<file path="src/scg_pkg.sv">
// Constants, register map and types for the system clock generation block
package scg_pkg;
  // ------------------------------------------------------------
  // Register offsets (byte addresses)
  // ------------------------------------------------------------
  localparam logic [7:0] OUTEN_OFS = 8'h00;
  localparam logic [7:0] LBDIV_OFS = 8'h04;
  localparam logic [7:0] UNITS_OFS = 8'h08;
  localparam logic [7:0] CFGW_OFS = 8'h0C;
  localparam logic [7:0] STAT_OFS = 8'h10;
  // ------------------------------------------------------------
  // Field layout and reset values
  // ------------------------------------------------------------
  localparam int NUM_BUS_OUT = 3;
  localparam logic [2:0] OUTEN_RST = 3'h0;
  localparam logic [1:0] LBDIV_RST = 2'h0;
  localparam int UNITS_ETH1_POS = 0;
  localparam int UNITS_ETH2_POS = 2;
  localparam int UNITS_SEC_POS = 4;
  localparam int UNITS_USB_POS = 6;
  localparam int UNITS_PCI_POS = 8;
  localparam logic [8:0] UNITS_RST = 9'h155;
  localparam logic [1:0] RATE_OFF = 2'h0;
  localparam logic [1:0] RATE_FULL = 2'h1;
  localparam logic [1:0] RATE_HALF = 2'h2;
  localparam logic [1:0] RATE_THIRD = 2'h3;
  localparam logic [1:0] LDIV_2 = 2'h0;
  localparam logic [1:0] LDIV_4 = 2'h1;
  // Reset configuration word low layout
  localparam int RCW_W = 16;
  localparam int RCW_LBX2_POS = 0;
  localparam int RCW_MEMX2_POS = 1;
  localparam int RCW_SYSMUL_POS = 2;
  localparam int RCW_CORE_POS = 6;
  localparam logic [3:0] SYSMUL_MIN = 4'h2;
  localparam logic [3:0] SYSMUL_MAX = 4'h6;
  localparam logic [1:0] CORE_VCO_BAD = 2'h3;
  // Hard-coded reset option (plain default: x4, core 2:1)
  localparam logic [RCW_W-1:0] HARD_RCW = 16'h0110;
  // Wait count reached after reset before straps are trusted
  localparam logic [1:0] SYNC_WAIT = 2'h3;
  // ------------------------------------------------------------
  // Types
  // ------------------------------------------------------------
  typedef enum logic [1:0] {
    ST_WAIT = 2'b01,
    ST_RUN = 2'b10
  } scg_state_t;
endpackage : scg_pkg

</file>
<file path="src/scg_clock_gen.sv">
// System clock generation: reference select, dividers, unit rates, registers
`timescale 1ns/10ps
module scg_clock_gen (
  // Clock and reset
  input wire logic CORE_CLK,
  input wire logic RST,
  // Reference clock pins, sampled as levels
  input wire logic SYS_REF_CLK_IN,
  input wire logic BUS_CLK_IN,
  // Configuration straps
  input wire logic HOST_MODE_STRAP,
  input wire logic INPUT_DIVIDER_STRAP,
  input wire logic RCW_HARD_SEL,
  input wire logic [15:0] RCW_EXT_LOW,
  // Register port
  input wire logic [7:0] REG_ADDR,
  input wire logic [31:0] REG_WDATA,
  input wire logic REG_WR,
  input wire logic REG_RD,
  output logic [31:0] REG_RDATA,
  // Reference and bus clock outputs
  output logic PRIMARY_REF_CLK,
  output logic SYNC_CLK_OUT,
  output logic [2:0] BUS_CLOCK_OUTPUTS,
  // Derived ratios
  output logic [3:0] CSB_SYNC_RATIO,
  output logic [3:0] CORE_RATIO_HALVES,
  output logic CORE_PLL_ON,
  // Memory and local bus clocks
  output logic CSB_CLK_EN,
  output logic MEM_DATA_EN,
  output logic MEM_BUS_CLK_P,
  output logic MEM_BUS_CLK_N,
  output logic LBC_CLK_EN,
  output logic [1:0] LOCAL_BUS_CLOCK_OUT,
  // Unit clock enables
  output logic ETH1_CLK_EN,
  output logic ETH2_CLK_EN,
  output logic SEC_CLK_EN,
  output logic USB_CLK_EN,
  output logic PCI_DMA_CLK_EN,
  // Configuration status
  output logic CFG_VALID,
  output logic CFG_ERROR
);
  // ------------------------------------------------------------
  // Declarations
  // ------------------------------------------------------------
  logic [1:0] sys_ref_sync_reg;
  logic [1:0] bus_ref_sync_reg;
  logic [1:0] host_sync_reg;
  logic [1:0] div_sync_reg;
  logic [1:0] hard_sync_reg;
  logic [15:0] rcw_sync1_reg;
  logic [15:0] rcw_sync2_reg;
  scg_pkg::scg_state_t state_reg;
  logic [1:0] wait_cnt_reg;
  logic [15:0] rcw_reg;
  logic host_reg;
  logic div_reg;
  logic sys_prev_reg;
  logic half_reg;
  logic sync_reg;
  logic sync_prev_reg;
  logic [2:0] outen_reg;
  logic [2:0] gate_reg;
  logic [2:0] bus_out_reg;
  logic [1:0] lbdiv_reg;
  logic [8:0] units_reg;
  logic prim_reg;
  logic [3:0] csb_ratio_reg;
  logic [3:0] core_half_reg;
  logic core_on_reg;
  logic err_reg;
  logic phase_reg;
  logic csb_tick;
  logic ddr_tick;
  logic lbc_tick;
  logic csb_en_reg;
  logic ddr_en_reg;
  logic lbc_en_reg;
  logic memclk_reg;
  logic memclk_n_reg;
  logic [1:0] ldiv_act_reg;
  logic [1:0] lcnt_reg;
  logic lbclk_reg;
  logic [31:0] rdata_reg;
  logic [3:0] sys_mul;
  logic [6:0] core_fld;
  logic pci_en_reg;

  // ------------------------------------------------------------
  // Functions
  // ------------------------------------------------------------
  // Ticks of the local-bus internal clock per output half period, less one
  function automatic logic [1:0] lbc_half(input logic [1:0] code);
    unique case (code)
      scg_pkg::LDIV_2: lbc_half = 2'h0;
      scg_pkg::LDIV_4: lbc_half = 2'h1;
      default: lbc_half = 2'h3;
    endcase
  endfunction : lbc_half

  // Core multiplier in halves; bypass reads as 1:1
  function automatic logic [3:0] core_halves(input logic [6:0] fld);
    logic [3:0] m;
    m = fld[4:1];
    if (m == 4'h0) begin
      core_halves = 4'h2;
    end else begin
      core_halves = 4'((m << 1) + {3'h0, fld[0]});
    end
  endfunction : core_halves

  // ------------------------------------------------------------
  // Pin synchronisers
  // ------------------------------------------------------------
  // Two stages before any logic looks at a pin
  always_ff @(posedge CORE_CLK or posedge RST) begin
    if (RST) begin
      sys_ref_sync_reg <= 2'h0;
      bus_ref_sync_reg <= 2'h0;
      host_sync_reg <= 2'h0;
      div_sync_reg <= 2'h0;
      hard_sync_reg <= 2'h0;
      rcw_sync1_reg <= 16'h0000;
      rcw_sync2_reg <= 16'h0000;
    end else begin
      sys_ref_sync_reg <= {sys_ref_sync_reg[0], SYS_REF_CLK_IN};
      bus_ref_sync_reg <= {bus_ref_sync_reg[0], BUS_CLK_IN};
      host_sync_reg <= {host_sync_reg[0], HOST_MODE_STRAP};
      div_sync_reg <= {div_sync_reg[0], INPUT_DIVIDER_STRAP};
      hard_sync_reg <= {hard_sync_reg[0], RCW_HARD_SEL};
      rcw_sync1_reg <= RCW_EXT_LOW;
      rcw_sync2_reg <= rcw_sync1_reg;
    end
  end

  // ------------------------------------------------------------
  // Reset configuration capture
  // ------------------------------------------------------------
  // Straps are caught once, after the synchronisers have filled
  always_ff @(posedge CORE_CLK or posedge RST) begin
    if (RST) begin
      state_reg <= scg_pkg::ST_WAIT;
      wait_cnt_reg <= 2'h0;
      rcw_reg <= 16'h0000;
      host_reg <= 1'b0;
      div_reg <= 1'b0;
    end else begin
      unique case (state_reg)
        scg_pkg::ST_WAIT: begin
          wait_cnt_reg <= wait_cnt_reg + 2'h1;
          if (wait_cnt_reg == scg_pkg::SYNC_WAIT) begin
            state_reg <= scg_pkg::ST_RUN;
            rcw_reg <= hard_sync_reg[1] ? scg_pkg::HARD_RCW : rcw_sync2_reg;
            host_reg <= host_sync_reg[1];
            div_reg <= div_sync_reg[1];
          end
        end
        scg_pkg::ST_RUN: begin
          wait_cnt_reg <= wait_cnt_reg;
        end
      endcase
    end
  end

  assign sys_mul = rcw_reg[scg_pkg::RCW_SYSMUL_POS +: 4];
  assign core_fld = rcw_reg[scg_pkg::RCW_CORE_POS +: 7];

  // ------------------------------------------------------------
  // Ratio decode
  // ------------------------------------------------------------
  // Reserved encodings are flagged; a reserved system multiplier makes the bus ratio read zero
  always_ff @(posedge CORE_CLK or posedge RST) begin
    if (RST) begin
      csb_ratio_reg <= 4'h0;
      core_half_reg <= 4'h0;
      core_on_reg <= 1'b0;
      err_reg <= 1'b0;
    end else begin
      if (sys_mul >= scg_pkg::SYSMUL_MIN && sys_mul <= scg_pkg::SYSMUL_MAX) begin
        csb_ratio_reg <= div_reg ? 4'(sys_mul << 1) : sys_mul;
      end else begin
        csb_ratio_reg <= 4'h0;
      end
      core_half_reg <= core_halves(core_fld);
      core_on_reg <= core_fld[4:0] != 5'h00;
      err_reg <= sys_mul < scg_pkg::SYSMUL_MIN || sys_mul > scg_pkg::SYSMUL_MAX
        || core_fld[6:5] == scg_pkg::CORE_VCO_BAD || core_fld[4:1] > 4'h3
        || (core_fld[4:1] == 4'h3 && core_fld[0]) || (core_fld[4:1] == 4'h0 && core_fld[0]);
    end
  end

  // ------------------------------------------------------------
  // Primary reference and sync output
  // ------------------------------------------------------------
  // Agent mode takes the incoming bus clock as reference
  always_ff @(posedge CORE_CLK or posedge RST) begin
    if (RST) begin
      prim_reg <= 1'b0;
    end else begin
      prim_reg <= host_reg ? sys_ref_sync_reg[1] : bus_ref_sync_reg[1];
    end
  end

  // Halving divider toggles on each sampled rising edge
  always_ff @(posedge CORE_CLK or posedge RST) begin
    if (RST) begin
      sys_prev_reg <= 1'b0;
      half_reg <= 1'b0;
      sync_reg <= 1'b0;
    end else begin
      sys_prev_reg <= sys_ref_sync_reg[1];
      if (sys_ref_sync_reg[1] && !sys_prev_reg) begin
        half_reg <= ~half_reg;
      end
      if (!host_reg) begin
        sync_reg <= 1'b0;
      end else begin
        sync_reg <= div_reg ? half_reg : sys_ref_sync_reg[1];
      end
    end
  end

  // ------------------------------------------------------------
  // Bus clock outputs
  // ------------------------------------------------------------
  // Enables change only while sync is low, so no runt pulse escapes
  always_ff @(posedge CORE_CLK or posedge RST) begin
    if (RST) begin
      sync_prev_reg <= 1'b0;
      gate_reg <= 3'h0;
      bus_out_reg <= 3'h0;
    end else begin
      sync_prev_reg <= sync_reg;
      if (!sync_reg) begin
        gate_reg <= outen_reg;
      end
      bus_out_reg <= gate_reg & {scg_pkg::NUM_BUS_OUT{sync_reg}};
    end
  end

  // ------------------------------------------------------------
  // Base ticks
  // ------------------------------------------------------------
  // The core clock stands for twice the bus clock; 1x modes use every other edge
  always_ff @(posedge CORE_CLK or posedge RST) begin
    if (RST) begin
      phase_reg <= 1'b0;
    end else begin
      phase_reg <= ~phase_reg;
    end
  end

  assign csb_tick = phase_reg && state_reg == scg_pkg::ST_RUN;
  assign ddr_tick = rcw_reg[scg_pkg::RCW_MEMX2_POS] ? state_reg == scg_pkg::ST_RUN : csb_tick;
  assign lbc_tick = rcw_reg[scg_pkg::RCW_LBX2_POS] ? state_reg == scg_pkg::ST_RUN : csb_tick;

  // Registered tick copies for the outputs
  always_ff @(posedge CORE_CLK or posedge RST) begin
    if (RST) begin
      csb_en_reg <= 1'b0;
      ddr_en_reg <= 1'b0;
      lbc_en_reg <= 1'b0;
    end else begin
      csb_en_reg <= csb_tick;
      ddr_en_reg <= ddr_tick;
      lbc_en_reg <= lbc_tick;
    end
  end

  // ------------------------------------------------------------
  // Memory bus clock pair
  // ------------------------------------------------------------
  // One toggle per memory-controller tick halves it; the complement has its own flop
  always_ff @(posedge CORE_CLK or posedge RST) begin
    if (RST) begin
      memclk_reg <= 1'b0;
      memclk_n_reg <= 1'b1;
    end else if (ddr_tick) begin
      memclk_reg <= ~memclk_reg;
      memclk_n_reg <= ~memclk_n_reg;
    end
  end

  // ------------------------------------------------------------
  // Local bus clock outputs
  // ------------------------------------------------------------
  // New divider taken only at the low-going boundary
  always_ff @(posedge CORE_CLK or posedge RST) begin
    if (RST) begin
      ldiv_act_reg <= 2'h0;
      lcnt_reg <= 2'h0;
      lbclk_reg <= 1'b0;
    end else if (lbc_tick) begin
      if (lcnt_reg == 2'h0) begin
        lbclk_reg <= ~lbclk_reg;
        if (lbclk_reg) begin
          ldiv_act_reg <= lbc_half(lbdiv_reg);
          lcnt_reg <= lbc_half(lbdiv_reg);
        end else begin
          lcnt_reg <= ldiv_act_reg;
        end
      end else begin
        lcnt_reg <= lcnt_reg - 2'h1;
      end
    end
  end

  // ------------------------------------------------------------
  // Unit clock rates
  // ------------------------------------------------------------
  scg_rate_div u_eth1 (
    .clk(CORE_CLK),
    .rst(RST),
    .tick(csb_tick),
    .rate(units_reg[scg_pkg::UNITS_ETH1_POS +: 2]),
    .en_o(ETH1_CLK_EN)
  );

  scg_rate_div u_eth2 (
    .clk(CORE_CLK),
    .rst(RST),
    .tick(csb_tick),
    .rate(units_reg[scg_pkg::UNITS_ETH2_POS +: 2]),
    .en_o(ETH2_CLK_EN)
  );

  scg_rate_div u_sec (
    .clk(CORE_CLK),
    .rst(RST),
    .tick(csb_tick),
    .rate(units_reg[scg_pkg::UNITS_SEC_POS +: 2]),
    .en_o(SEC_CLK_EN)
  );

  scg_rate_div u_usb (
    .clk(CORE_CLK),
    .rst(RST),
    .tick(csb_tick),
    .rate(units_reg[scg_pkg::UNITS_USB_POS +: 2]),
    .en_o(USB_CLK_EN)
  );

  // PCI and DMA complex is on or off only
  always_ff @(posedge CORE_CLK or posedge RST) begin
    if (RST) begin
      pci_en_reg <= 1'b0;
    end else begin
      pci_en_reg <= csb_tick && units_reg[scg_pkg::UNITS_PCI_POS];
    end
  end

  // ------------------------------------------------------------
  // Register writes
  // ------------------------------------------------------------
  // Unit rates default to full bus rate after reset
  always_ff @(posedge CORE_CLK or posedge RST) begin
    if (RST) begin
      outen_reg <= scg_pkg::OUTEN_RST;
      lbdiv_reg <= scg_pkg::LBDIV_RST;
      units_reg <= scg_pkg::UNITS_RST;
    end else if (REG_WR) begin
      unique case (REG_ADDR)
        scg_pkg::OUTEN_OFS: outen_reg <= REG_WDATA[2:0];
        scg_pkg::LBDIV_OFS: lbdiv_reg <= REG_WDATA[1:0];
        scg_pkg::UNITS_OFS: units_reg <= REG_WDATA[8:0];
        default: outen_reg <= outen_reg;
      endcase
    end
  end

  // ------------------------------------------------------------
  // Register reads
  // ------------------------------------------------------------
  // Data stands for one cycle only; unmapped reads return zero
  always_ff @(posedge CORE_CLK or posedge RST) begin
    if (RST) begin
      rdata_reg <= 32'h0000_0000;
    end else if (REG_RD) begin
      unique case (REG_ADDR)
        scg_pkg::OUTEN_OFS: rdata_reg <= {29'h0, outen_reg};
        scg_pkg::LBDIV_OFS: rdata_reg <= {30'h0, lbdiv_reg};
        scg_pkg::UNITS_OFS: rdata_reg <= {23'h0, units_reg};
        scg_pkg::CFGW_OFS: rdata_reg <= {16'h0, rcw_reg};
        scg_pkg::STAT_OFS: rdata_reg <= {19'h0, core_on_reg, core_half_reg, csb_ratio_reg,
          err_reg, div_reg, host_reg, state_reg == scg_pkg::ST_RUN};
        default: rdata_reg <= 32'h0000_0000;
      endcase
    end else begin
      rdata_reg <= 32'h0000_0000;
    end
  end

  // ------------------------------------------------------------
  // Outputs
  // ------------------------------------------------------------
  assign REG_RDATA = rdata_reg;
  assign PRIMARY_REF_CLK = prim_reg;
  assign SYNC_CLK_OUT = sync_reg;
  assign BUS_CLOCK_OUTPUTS = bus_out_reg;
  assign CSB_SYNC_RATIO = csb_ratio_reg;
  assign CORE_RATIO_HALVES = core_half_reg;
  assign CORE_PLL_ON = core_on_reg;
  assign CSB_CLK_EN = csb_en_reg;
  assign MEM_DATA_EN = ddr_en_reg;
  assign MEM_BUS_CLK_P = memclk_reg;
  assign MEM_BUS_CLK_N = memclk_n_reg; // Toggled with the true side, so the pair stays aligned
  assign LBC_CLK_EN = lbc_en_reg;
  assign LOCAL_BUS_CLOCK_OUT = {lbclk_reg, lbclk_reg};
  assign PCI_DMA_CLK_EN = pci_en_reg;
  assign CFG_VALID = state_reg[1]; // Run bit of the one-hot state flop
  assign CFG_ERROR = err_reg;
endmodule : scg_clock_gen

</file>
<file path="src/scg_rate_div.sv">
// Glitch-free rate divider producing a clock-enable pulse for one unit
`timescale 1ns/10ps
module scg_rate_div (
  // Clock and reset
  input wire logic clk,
  input wire logic rst,
  // Base tick and requested rate
  input wire logic tick,
  input wire logic [1:0] rate,
  // Unit clock enable
  output logic en_o
);
  logic [1:0] cnt_reg;
  logic [1:0] act_reg;

  // Rate taken only at a period boundary, so no period is cut short
  always_ff @(posedge clk or posedge rst) begin
    if (rst) begin
      cnt_reg <= 2'h0;
      act_reg <= scg_pkg::RATE_FULL;
    end else if (tick) begin
      if (cnt_reg == 2'h0 || act_reg == scg_pkg::RATE_OFF) begin
        act_reg <= rate;
        cnt_reg <= (rate == scg_pkg::RATE_OFF) ? 2'h0 : rate - 2'h1;
      end else begin
        cnt_reg <= cnt_reg - 2'h1;
      end
    end
  end

  // Pulse on the last tick of each unit period
  always_ff @(posedge clk or posedge rst) begin
    if (rst) begin
      en_o <= 1'b0;
    end else begin
      en_o <= tick && cnt_reg == 2'h0 && act_reg != scg_pkg::RATE_OFF;
    end
  end
endmodule : scg_rate_div

</file>
<file path="config.mk">
export PLATFORM = sky130hd
export DESIGN_NAME = scg_clock_gen
export DESIGN_NICKNAME = d
export VERILOG_FILES = /design/src/scg_pkg.sv /design/src/scg_clock_gen.sv /design/src/scg_rate_div.sv
export SDC_FILE = /design/constraint.sdc
export NUM_CORES = 1
export LEC_CHECK = 0
export BUFFER_PORTS_ARGS = -buffer_cell sky130_fd_sc_hd__buf_2
export CAP_MARGIN = 20
export CELL_PAD_IN_SITES_DETAIL_PLACEMENT = 0
export CELL_PAD_IN_SITES_GLOBAL_PLACEMENT = 1
export CORE_UTILIZATION = 46
export CTS_CLUSTER_SIZE = 24
export DETAILED_ROUTE_END_ITERATION = 10
export PLACE_DENSITY_LB_ADDON = 0.1
export SYNTH_ARGS = -nofsm -noshare
export SYNTH_HDL_FRONTEND = slang
export SYNTH_SLANG_ARGS = --single-unit
export TNS_END_PERCENT = 1
</file>
<file path="constraint.sdc">
create_clock -name CORE_CLK -period 6.82 [get_ports CORE_CLK]
set_input_delay 0.341 -clock CORE_CLK [delete_from_list [all_inputs] [get_ports CORE_CLK]]
set_output_delay 0.341 -clock CORE_CLK [all_outputs]
set_load 0.02 [all_outputs]
</file>
==> impl_metrics.yaml <==
die:
  die_y_um: 113
  die_area_um2: 12700
  row_count: 40
  start_util_pct: 47.1
  ios: 125
  die_x_um: 113
  core_area_um2: 12000
timing:
  setup_violations: 0
  maxSlewHeadroom_pct: 62.6
  fmax_ghz: 0.603
  final_hold_viol_count: 0
  period_needed_ps: 1660
  fin_skew_ps: 8.00
  tightest_slew_ps: 560
  finalMaxSlewViolations: 0
  tns_ps: 0
  rsz0062_at_grt: "false"
  fin_crit_sh_pct: 24.3
grt:
  grt_start_max_net_pins: 86
  grt_remaining_overflow: 0
  gr-usage-all-layers_pct: 18.5
  grt_pass1_wl_mm: 17.5
  antenna_found_initial: 0
  grt_pass1_vias: 3517
cells_and_area:
  drive_above_1_share_pct: 29.4
  fin_nets: 615
  seqCellArea_um2: 3670
  final_cell_mix: "135 x dfrtp_1, 85 x buf_2, 48 x nor2_1, 32 x nand2_1, 25 x nand2b_1"
  utilization_pct: 56.2
  num-fill-cells: 1034
  n_antenna_cell: 0
  fin_cells: 705
  multi_input_area_um2: 1750
  syn_to_final_growth_pct: 19.4
  layout_commonest_cell: "dfrtp_1"
placed_design:
  io_buffers: 85
  place_inst: 671
  dp_hpwl_mm: 7.19
  gp_congestion: 0.745
worst_setup_path:
  arrival_ps: 2190
  r2r_cells: 5
  crit_chain: "dlygate4sd3_1, buf_2, inv_6, buf_4, buf_16"
  path_class: "input port to async pin"
  slowest_delay_ps: 530
  path_buf_inv: 5
  rrSetupSlack_ps: 5180
  worst_path_max_delay_cell: "dlygate4sd3_1"
  path_max_fanout: 68
  reg2reg_to: "u_eth2.act_reg[1]$_DFFE_PP0P_"
  startpoint_type: "input port"
  r2r_start: "state_reg[0]$_DFFE_PP1P_"
  end_kind: "async pin"
  crit_required_ps: 7350
  path_delay_family: "buffers and inverters"
clocking:
  htree_levels: 4
  cts_tree: "yes"
  clock_latency_ps: 420
  clock_sink_count: 146
  cts.hold.buffers_added: 1
  cts_root_buf: "clkbuf_16"
  cts.clk_slew.worst_paths_ps: 60
  cts_buffers: 17
  cts.repair.resized: 0
  clockBufferDepth: 2
  cts_setup_buffers: 0
job:
  maxCapViolCount: 0
pwr:
  p_leak_nw: 3.29
  peakVddDrop_uv: 185
  clkPwrFrac_pct: 47.9
  p_sw_mw: 0.402
  power.density_nw_per_um2: 275
  internal-power_mw: 1.45
  power_frac_seq_pct: 48.7
  p_sw_share_pct: 21.7
  pwr-share-comb_pct: 3.4
synth:
  synthSimpleGateAreaFrac_pct: 13.2
  synth_flop_cell: "dfrtp_1"
  synth_top_family_by_area: "simple AND/OR/NAND/NOR gates"
  synth_seq_area_share_pct: 65.1
  ys_seq_elements: 146
  synth-compound-area-share_pct: 7.93
  synth_cell_types: 47
  synth_adder_area_share_pct: 1.11
  synth-warning-count: 0
  syn_inst: 455
  async_reset_ff_share_pct: 100
  synth_xor_area_share_pct: 1.09
  syn_area_per_cell_um2: 12.4
  synth-edff-count: 0
  synthMuxAreaShare_pct: 6.57
  synth_area_um2: 5630
drt:
  num_vias: 3460
  drc: 0
  drt-total-wl_mm: 10.2
  dr.first_iter.drc_count: 187
  wire_per_inst_um: 14.5
  antenna_left: 0
  drtPass1Iterations: 7
  vias_per_cell: 4.91
hold_path:
  min_to: "rcw_sync1_reg[4]$_DFF_PP0_"
  hp-start: "RCW_EXT_LOW[4]"
  hold_depth: 1
  hp-class: "input port to flop"
outcome:
  status: "completed"
-- power by group through the flow --
stage	Sequential (mW)	Clock (mW)	Combinational (mW)
6_report	0.901	0.886	0.0637
5_1_grt	0.903	0.950	0.0728
4_1_cts	0.901	0.907	0.0638
3_5_place_dp	0.917	0	0.0632
3_3_place_gp	0.916	0	0.0618
2_1_floorplan	0.912	0	0.0493
-- worst register-to-register path: stages (launching register included) --
cell and delay, ps:
dfstp_2 560, and2b_4 220, nand2_4 180, inv_2 160, nand2_1 100, mux2_2 320
-- synth_stat cells (5+ instances only) --
cell | number | area, um^2
dfrtp_1 | 135 | 3380
nor2_1 | 48 | 180
nand2_1 | 32 | 120
nand2b_1 | 25 | 156
mux2_2 | 23 | 259
o21ai_0 | 22 | 110
buf_4 | 21 | 158
a21oi_1 | 19 | 95.1
inv_1 | 15 | 56.3
dfstp_2 | 11 | 289
mux2i_1 | 10 | 100
clkbuf_1 | 9 | 33.8
and2_1 | 8 | 50.1
a32o_1 | 7 | 70.1
a311oi_1 | 6 | 52.6
buf_2 | 5 | 25.0
ha_1 | 5 | 62.6
nand3b_1 | 5 | 37.5
-- cells by family after synthesis --
family | after synthesis
adder cells (fa/ha/maj) | 5
XOR/XNOR | 7
other | 1
AND/OR/NAND/NOR | 142
multiplexers | 34
flip-flops | 146
buffers and inverters | 51
AO/OA/AOI/OAI | 69
-- layer usage --
layer	GRT usage (%)	vias up	share of wire, %
met3	4.97	19	2.8
li1	-	1690	-
met1	22.5	1697	43
met2	30.5	54	52
met5	0	-	0
met4	8.89	0	2.1
-- final cells by class --
class	count	area share (%)
clock buffer	19	6.44
clock inverter	13	2.03
inverter	16	0.967
multi-input combinational	273	26.0
sequential	146	54.5
tap	147	2.73
timing repair buffer	91	7.33
-- through the flow --
stage | power, mW | hold slack (ps) | area [um^2] | setup WS (ps)
floorplan | 0.962 | 331 | 5690 | 2570
global placement | 0.978 | 331 | 6120 | 4870
detailed placement | 0.980 | 335 | 6120 | 4840
CTS | 1.87 | 6.68 | 6700 | 4740
global route | 1.93 | 4.34 | 6730 | 4950
finish | 1.85 | 24.8 | 6730 | 5160
-- worst max-delay path by stage --
stage	from	endpoint	cells after the start
2_1_floorplan	RST	BUS_CLOCK_OUTPUTS[0]$_DFF_PP0_	1
3_3_place_gp	RST	BUS_CLOCK_OUTPUTS[0]$_DFF_PP0_	3
3_5_place_dp	RST	BUS_CLOCK_OUTPUTS[1]$_DFF_PP0_	3
4_1_cts	RST	BUS_CLOCK_OUTPUTS[2]$_DFF_PP0_	4
5_1_grt	RST	units_reg[2]$_DFFE_PP1P_	5
6_report	RST	units_reg[2]$_DFFE_PP1P_	5
Note: power is estimated with default switching activity, not from simulation.
